$ cat src/inc/sss_pkg.sv
// shared constants and types for the step sequencer, device end and controller end
package sss_pkg;
    // ****************************************************************
    // timing
    // ****************************************************************
    localparam int CLK_PERIOD_PS     = 5000;                 // 200 mhz system clock
    localparam int CUTBACK_DELAY_MS  = 100;                  // standstill cut-back after 0.1 s
    localparam int CUTBACK_CYCLES    = CUTBACK_DELAY_MS * 200_000;
    localparam int REVERSE_GAP_NS    = 10_000;               // 10 us before a reversed pulse
    localparam int REVERSE_GAP_CYC   = (REVERSE_GAP_NS * 1000 + CLK_PERIOD_PS - 1) / CLK_PERIOD_PS;
    localparam int MAX_RATE_KHZ      = 100;                  // highest pulse rate, 50 % duty
    localparam int MIN_PERIOD_CYC    = (1_000_000_000 / MAX_RATE_KHZ + CLK_PERIOD_PS - 1) / CLK_PERIOD_PS;
    localparam int MIN_HALF_CYC      = (MIN_PERIOD_CYC + 1) / 2;

    // ****************************************************************
    // counter and current codes
    // ****************************************************************
    localparam int          FULL_STEPS_PER_CYCLE = 4;        // home repeats every four full steps
    localparam int          MAX_DIVISION         = 16;
    localparam int          POS_W                = 6;        // holds 0 .. 4*16-1
    localparam logic [5:0]  HOME_STATE           = 6'h00;
    localparam logic [3:0]  RUN_CURRENT_DEFAULT  = 4'hf;     // rated current
    localparam logic [6:0]  CUTBACK_PCT_MAX      = 7'h28;    // 40 %
    localparam logic [6:0]  CUTBACK_PCT_DEFAULT  = 7'h28;
    localparam logic [6:0]  PCT_FULL             = 7'h64;    // 100 %, full current
    localparam logic [6:0]  PCT_NONE             = 7'h00;

    // division select code {a,b,c}
    localparam logic [2:0]  DIV_CODE_1  = 3'h0;
    localparam logic [2:0]  DIV_CODE_2  = 3'h1;
    localparam logic [2:0]  DIV_CODE_4  = 3'h2;
    localparam logic [2:0]  DIV_CODE_8  = 3'h3;
    localparam logic [2:0]  DIV_CODE_16 = 3'h4;

    typedef enum logic [2:0] {
        SSS_PH_IDLE = 3'b001,    // nothing sent yet or after a gap
        SSS_PH_HIGH = 3'b010,    // pulse line on
        SSS_PH_LOW  = 3'b100     // pulse line off, spacing
    } sss_phase_e;
endpackage : sss_pkg

$ cat src/inc/sss_link_if.sv
// link between the pulse controller and the step sequencer device
`timescale 1ns/1ps
`default_nettype none
interface sss_link_if;
    logic       cw_or_pulse;                // cw pulse, or step_pulse in one-pulse mode
    logic       ccw_or_dir;                 // ccw pulse, or direction level in one-pulse mode
    logic       windings_off;
    logic       step_base_force;            // base-step override
    logic       current_cutback_disable;
    logic       excitation_home_flag;       // device to controller

    modport device (
        input  cw_or_pulse, ccw_or_dir, windings_off, step_base_force, current_cutback_disable,
        output excitation_home_flag
    );
    modport ctrl (
        output cw_or_pulse, ccw_or_dir, windings_off, step_base_force, current_cutback_disable,
        input  excitation_home_flag
    );
endinterface : sss_link_if
`default_nettype wire

$ cat src/logic/sss_device.sv
// step sequencer device end: pulse decoding, microstep counter, home flag, current level
`timescale 1ns/1ps
`default_nettype none

module sss_device
    import sss_pkg::*;
#(
    parameter int CUTBACK_CYC = sss_pkg::CUTBACK_CYCLES      // shorten for simulation
) (
    input  wire logic       clk_sys,                     // 200 mhz system clock
    input  wire logic       rst_n,                       // synchronous reset, low active
    sss_link_if.device      link,                        // pins from the controller
    input  wire logic       pulse_mode_switch,           // on: two-pulse mode
    input  wire logic       division_select_a,           // division switch a
    input  wire logic       division_select_b,           // division switch b
    input  wire logic       division_select_c,           // division switch c
    input  wire logic [3:0] run_current_dial,            // operating current code
    input  wire logic [6:0] cutback_trim_pct,            // standstill ratio, percent
    output logic      [5:0] excitation_state,            // microstep counter
    output logic      [4:0] active_division,             // divisions now in use
    output logic      [3:0] current_level_code,          // operating current code in use
    output logic      [6:0] current_pct,                 // 100 run, ratio standstill, 0 off
    output logic            step_event                   // one cycle per accepted step
);
    import sss_pkg::*;

    // ****************************************************************
    // state
    // ****************************************************************
    typedef struct packed {
        logic [5:0]  sync1;          // first synchroniser stage, read only by sync2
        logic [5:0]  sync2;
        logic [5:0]  last;           // previous synchronised value, edge detect
        logic [5:0]  pos;
        logic [31:0] idle_cnt;
        logic        standstill;
        logic [6:0]  pct;
        logic        mode_s1;        // mode switch, first stage, read only by mode_s2
        logic        mode_s2;
        logic [3:0]  dial_s1;        // dial, first stage, read only by dial
        logic [3:0]  dial;
        logic [6:0]  trim_s1;        // ratio trim, first stage, read only by trim_s2
        logic [6:0]  trim_s2;
        logic        step;
    } sss_dev_s;

    sss_dev_s st_reg;
    sss_dev_s st_next;

    logic [4:0] div_n;
    logic [5:0] wrap;
    logic       cw_fall;
    logic       ccw_fall;
    logic       adv;
    logic       dir_cw;
    logic [6:0] trim;

    // ****************************************************************
    // division decode
    // ****************************************************************
    always_comb begin
        logic [2:0] code;
        code = {st_reg.sync2[4], st_reg.sync2[3], st_reg.sync2[2]};
        if (st_reg.sync2[5]) begin
            div_n = 5'h01;
        end else if (code == DIV_CODE_2) begin
            div_n = 5'h02;
        end else if (code == DIV_CODE_4) begin
            div_n = 5'h04;
        end else if (code == DIV_CODE_8) begin
            div_n = 5'h08;
        end else if (code == DIV_CODE_16) begin
            div_n = 5'h10;
        end else begin
            div_n = 5'h01;                               // code 0 and undefined codes
        end
    end

    // counter modulus: four full steps times the division, worked at seven bits so 4 x 16 cannot wrap early
    assign wrap = 6'(7'(div_n) * 7'(FULL_STEPS_PER_CYCLE) - 7'h01);

    // edges on synchronised pulse lines; in two-pulse mode both lines act on on-to-off
    assign cw_fall  = st_reg.last[0] & ~st_reg.sync2[0];
    assign ccw_fall = st_reg.last[1] & ~st_reg.sync2[1];
    // two-pulse: either line steps its own way; one-pulse: line 0 steps, line 1 is direction
    assign adv    = st_reg.mode_s2 ? (cw_fall ^ ccw_fall) : cw_fall;
    assign dir_cw = st_reg.mode_s2 ? cw_fall : st_reg.sync2[1];
    // the ratio trim is clamped so a bad setting can never exceed the cut-back limit
    assign trim   = (st_reg.trim_s2 > CUTBACK_PCT_MAX) ? CUTBACK_PCT_MAX : st_reg.trim_s2;

    // ****************************************************************
    // next state
    // ****************************************************************
    always_comb begin
        st_next       = st_reg;
        st_next.sync1 = {link.step_base_force, division_select_a, division_select_b,
                         division_select_c, link.ccw_or_dir, link.cw_or_pulse};
        st_next.sync2 = st_reg.sync1;
        st_next.last  = st_reg.sync2;
        st_next.step  = adv;
        st_next.mode_s1 = pulse_mode_switch;
        st_next.mode_s2 = st_reg.mode_s1;
        st_next.dial_s1 = run_current_dial;
        st_next.dial    = st_reg.dial_s1;
        st_next.trim_s1 = cutback_trim_pct;
        st_next.trim_s2 = st_reg.trim_s1;
        // simultaneous falls in two-pulse mode cancel; the controller must not do that
        if (adv) begin
            if (dir_cw) begin
                st_next.pos = (st_reg.pos >= wrap) ? HOME_STATE : st_reg.pos + 6'h01;
            end else begin
                st_next.pos = (st_reg.pos == HOME_STATE || st_reg.pos > wrap) ? wrap
                            : st_reg.pos - 6'h01;
            end
        end
        // idle timer restarts on every accepted pulse
        if (adv) begin
            st_next.idle_cnt   = 32'h0;
            st_next.standstill = 1'b0;
        end else if (st_reg.idle_cnt >= 32'(CUTBACK_CYC - 1)) begin
            st_next.standstill = 1'b1;
        end else begin
            st_next.idle_cnt = st_reg.idle_cnt + 32'h1;
        end
        // current level: off wins, then cut-back unless disabled
        if (link.windings_off) begin
            st_next.pct = PCT_NONE;
        end else if (st_reg.standstill && !link.current_cutback_disable) begin
            st_next.pct = trim;
        end else begin
            st_next.pct = PCT_FULL;
        end
    end

    // ****************************************************************
    // registers
    // ****************************************************************
    always_ff @(posedge clk_sys) begin
        if (!rst_n) begin
            st_reg      <= '0;                           // counter starts at home
            st_reg.pct  <= PCT_FULL;
            st_reg.dial <= RUN_CURRENT_DEFAULT;
            st_reg.dial_s1 <= RUN_CURRENT_DEFAULT;
        end else begin
            st_reg <= st_next;
        end
    end

    assign link.excitation_home_flag = (st_reg.pos == HOME_STATE);
    assign excitation_state   = st_reg.pos;
    assign active_division    = div_n;
    assign current_level_code = st_reg.dial;
    assign current_pct        = st_reg.pct;
    assign step_event         = st_reg.step;
endmodule : sss_device
`default_nettype wire
$ cat src/flat_wrapper.sv
// flat-port wrapper written by rule: the top's interface ports become plain ports
module sss_device_flat import sss_pkg::*;
#(
    parameter int CUTBACK_CYC = sss_pkg::CUTBACK_CYCLES                               
)
  (clk_sys, rst_n, pulse_mode_switch, division_select_a, division_select_b, division_select_c, run_current_dial, cutback_trim_pct, excitation_state, active_division, current_level_code, current_pct, step_event, link_cw_or_pulse, link_ccw_or_dir, link_windings_off, link_step_base_force, link_current_cutback_disable, link_excitation_home_flag);
  sss_link_if link_i ();
  input  wire logic clk_sys;
  input  wire logic rst_n;
  input  wire logic pulse_mode_switch;
  input  wire logic division_select_a;
  input  wire logic division_select_b;
  input  wire logic division_select_c;
  input  wire logic [3:0] run_current_dial;
  input  wire logic [6:0] cutback_trim_pct;
  output logic      [5:0] excitation_state;
  output logic      [4:0] active_division;
  output logic      [3:0] current_level_code;
  output logic      [6:0] current_pct;
  output logic step_event;
  input wire logic [$bits(link_i.cw_or_pulse)-1:0] link_cw_or_pulse;
  input wire logic [$bits(link_i.ccw_or_dir)-1:0] link_ccw_or_dir;
  input wire logic [$bits(link_i.windings_off)-1:0] link_windings_off;
  input wire logic [$bits(link_i.step_base_force)-1:0] link_step_base_force;
  input wire logic [$bits(link_i.current_cutback_disable)-1:0] link_current_cutback_disable;
  output wire logic [$bits(link_i.excitation_home_flag)-1:0] link_excitation_home_flag;
  assign link_i.cw_or_pulse = link_cw_or_pulse;
  assign link_i.ccw_or_dir = link_ccw_or_dir;
  assign link_i.windings_off = link_windings_off;
  assign link_i.step_base_force = link_step_base_force;
  assign link_i.current_cutback_disable = link_current_cutback_disable;
  assign link_excitation_home_flag = link_i.excitation_home_flag;
  sss_device #(.CUTBACK_CYC(CUTBACK_CYC)) u_core (.clk_sys(clk_sys), .rst_n(rst_n), .link(link_i), .pulse_mode_switch(pulse_mode_switch), .division_select_a(division_select_a), .division_select_b(division_select_b), .division_select_c(division_select_c), .run_current_dial(run_current_dial), .cutback_trim_pct(cutback_trim_pct), .excitation_state(excitation_state), .active_division(active_division), .current_level_code(current_level_code), .current_pct(current_pct), .step_event(step_event));
endmodule
$ cat config.mk
export PLATFORM = sky130hd
export DESIGN_NAME = sss_device_flat
export DESIGN_NICKNAME = d
export VERILOG_FILES = /design/src/inc/sss_pkg.sv /design/src/inc/sss_link_if.sv /design/src/logic/sss_device.sv /design/src/flat_wrapper.sv
export SDC_FILE = /design/constraint.sdc
export NUM_CORES = 1
export LEC_CHECK = 0
export BUFFER_PORTS_ARGS = -buffer_cell sky130_fd_sc_hd__buf_2
export CAP_MARGIN = 20
export CELL_PAD_IN_SITES_DETAIL_PLACEMENT = 1
export CELL_PAD_IN_SITES_GLOBAL_PLACEMENT = 2
export CORE_ASPECT_RATIO = 0.5
export CORE_UTILIZATION = 36
export CTS_CLUSTER_DIAMETER = 60
export CTS_CLUSTER_SIZE = 12
export DETAILED_ROUTE_END_ITERATION = 10
export GPL_TIMING_DRIVEN = 1
export PLACE_DENSITY = 0.79
export SETUP_SLACK_MARGIN = 0.2
export SYNTH_ARGS = -nofsm -noshare
export SYNTH_HDL_FRONTEND = slang
export SYNTH_SLANG_ARGS = --single-unit
export TNS_END_PERCENT = 10
$ cat constraint.sdc
create_clock -name clk_sys -period 3.4 [get_ports clk_sys]
set_input_delay 0 -clock clk_sys [delete_from_list [all_inputs] [get_ports clk_sys]]
set_output_delay 0 -clock clk_sys [all_outputs]
set_load 0.02 [all_outputs]
==> out/results.tsv <==
metric	value	unit
synth_edf_count	0	
worst_r2r_path_depth	11	
antenna_found_initial	0	
wl	9110	um
synth_seq_area_share	0.452	
fillCellCount	1107	
placedCellCount	561	
hold_path_end	u_core.current_pct[3]	
finalCritPeriodShare	0.888	
whs	0.0471	ns
yosys_warnings	0	
ir_drop	0.238	mV
final_cell_mix	85 x dfxtp_1, 45 x buf_2, 38 x and2_1	
crit_chain	or2_2 -> a21oi_2 -> inv_1 -> ha_1 -> xnor2_1 -> ha_1 -> a21o_1 -> a21o_1 -> a21oi_1 -> mux2i_1 -> o22ai_1	
synth-seq-cells	85	
htreeDepth	3	
worstHoldPathCells	3	
clk_latency	0.34	ns
drc	0	
chipWidth	147	um
numCtsBuffers	9	
grt_pass1_wl	15300	um
worstSetupEndpointType	register	
post-route-util	0.459	
synth_flop_cell	dfxtp_1	
slew_violations	0	
post_cts_buffers	0	
rows	25	
n_antenna_cell	0	
hp-class	input port to register	
synth.cell_area	3760	um^2
regToRegEndpoint	u_core.excitation_state[2]	
slowest_delay	0.36	ns
initial_core_util	0.385	
cp_max_fo	5	
vias	3138	
die_h	74.3	um
p_leak	1.78	nW
drtPass1Iterations	4	
worst_setup_path_start_kind	register	
worstPathRequired	3.63	ns
async_reset_ff_frac	0	
clockBufferDepth	2	
clk_pin_slew_worst_paths	0.07	ns
grt_setup_unrepaired	yes	
setup-violations-final	0	
critPathArrivalTime	3.24	ns
cts.sinks	85	
syn-num-nets	441	
synthCells	410	
fin_cells	596	
placed_area	3990	um^2
final_area	4490	um^2
viasPerCell	5.27	
syn2layout_area_growth	19.3	%
grt_pass1_vias	3208	
fin_crit	3.02	ns
dp_worst_setup_slack	0.237	ns
dpl.hpwl	6160	um
ios	46	
dr.first_iter.drc_count	174	
tightest_slew	0.959	ns
dieArea	10900	um^2
numPortBuffers	45	
grt_max_degree	54	
drive_above_1_share	0.169	
p_total	2.30	mW
fin_ws	0.382	ns
rrSetupSlack	0.38	ns
mostFrequentLayoutCell	dfxtp_1	
track_usage	0.179	
max_cap_viol_count	0	
nNetsFinal	487	
fmax	331	MHz
fin_skew	0.00797	ns
setup_tns	0	ns
relSlewSlack	0.355	
rr_startpoint	u_core.st_next[74]	
overflow	0	
status	complete, no violations	
wire_per_inst	15.3	um
powerDensity	511	nW/um^2
area.sequential	1700	um^2
multiInputGateArea	1870	um^2
critPathKind	register to register	
cts.root.buffer_cell	clkbuf_16	
syn_avg_cell_area	9.18	um^2
gp_congestion	0.828	
coreArea	9790	um^2
synthDistinctLibCells	51	
crit_path_top_delay_cell	dfxtp_1	
hold_violations	0	
worstHoldStart	link_current_cutback_disable	
cts_tree	built	
largest_reg_flops	43	
antenna_left	0	
## report_power, final
part	internal [mW]	leakage (nW)	switching, mW
Clock	0.508	0.138	0.426
Combinational	0.133	0.949	0.164
Sequential	1.03	0.695	0.0368
## synth_stat cells, drive strengths merged (2+ instances only)
| master | count | share of area |
|---|---|---|
| nor3b | 4 | 0.0080 |
| nor2b | 2 | 0.0033 |
| mux2 | 2 | 0.0060 |
| inv | 8 | 0.0080 |
| nor4b | 2 | 0.0047 |
| a211oi | 4 | 0.0093 |
| nand2b | 9 | 0.015 |
| o211ai | 3 | 0.0060 |
| clkbuf | 12 | 0.012 |
| and2 | 38 | 0.063 |
| dfxtp | 85 | 0.45 |
| nand2 | 18 | 0.020 |
| nand3b | 3 | 0.0060 |
| ha | 9 | 0.030 |
| and3 | 14 | 0.023 |
| or2 | 4 | 0.0066 |
| o21ai | 20 | 0.028 |
| nor2 | 12 | 0.012 |
| nand3 | 16 | 0.021 |
| xnor2 | 5 | 0.012 |
| xor2 | 2 | 0.0047 |
| and4 | 3 | 0.0070 |
| a21o | 5 | 0.010 |
| or4 | 11 | 0.023 |
| or3 | 18 | 0.030 |
| a21oi | 29 | 0.039 |
| buf | 21 | 0.042 |
| nor3 | 8 | 0.011 |
| o31ai | 8 | 0.016 |
| nand4 | 13 | 0.022 |
| nor4 | 6 | 0.010 |
| mux2i | 3 | 0.0080 |
## worst max-delay path, delay by kind of cell, from the launching register on
| family | cells | cell delay [ns] |
|---|---|---|
| AOI/OAI and AO/OA | 5 | 1.13 |
| adders and majority gates | 2 | 0.51 |
| DFF | 1 | 0.36 |
| and+or+nand+nor | 1 | 0.31 |
| muxes | 1 | 0.26 |
| xor gates and xnor gates | 1 | 0.23 |
| buffers and inverters | 1 | 0.09 |
## area by class of cell
cell class              count  area share
well taps                 135      0.0376
repair buffers             68      0.0991
clock buffers              10      0.0510
multi-input cells         284       0.415
inverters                   8     0.00668
clock inverters             6      0.0117
flip-flops and latches     85       0.379
## layer usage
layer	vias to the layer above	share of wire	GRT usage	routed length, um
li1	1564	-	-	-
met1	1509	0.47	0.211	4260
met2	51	0.49	0.320	4430
met3	14	0.032	0.0479	295
met4	0	0.012	0.0706	112
met5	-	0	0	0
## repair_timing
action / CTS / global route
resized for setup: 1 / 3
endpoints found under the hold margin: 22 / 0
pin swaps: 0 / 0
endpoints found under the setup margin: 1 / 4
hold buffers: 19 / 0
## logic make-up after synthesis
| logic type | count (synthesis) | share of synthesized area |
|---|---|---|
| DFF | 85 | 0.452 |
| buffers and inverters | 41 | 0.0621 |
| and+or+nand+nor | 181 | 0.285 |
| xor gates and xnor gates | 7 | 0.0163 |
| muxes | 5 | 0.0140 |
| adders and majority gates | 9 | 0.0299 |
| AOI/OAI and AO/OA | 82 | 0.141 |
## how the worst max path moves through the flow
stage,start,endpoint,slack [ns],cells past startpoint
floorplan,u_core.st_next[74],u_core.excitation_state[4],0.26,11
global placement,u_core.st_next[74],u_core.excitation_state[4],0.38,11
detailed placement,u_core.st_next[74],u_core.excitation_state[4],0.24,11
CTS,u_core.st_next[74],u_core.excitation_state[5],0.30,11
global route,u_core.st_next[74],u_core.excitation_state[5],0.18,11
finish,u_core.st_next[74],u_core.excitation_state[2],0.38,11
No activity file was read; power rests on OpenSTA's default activity.
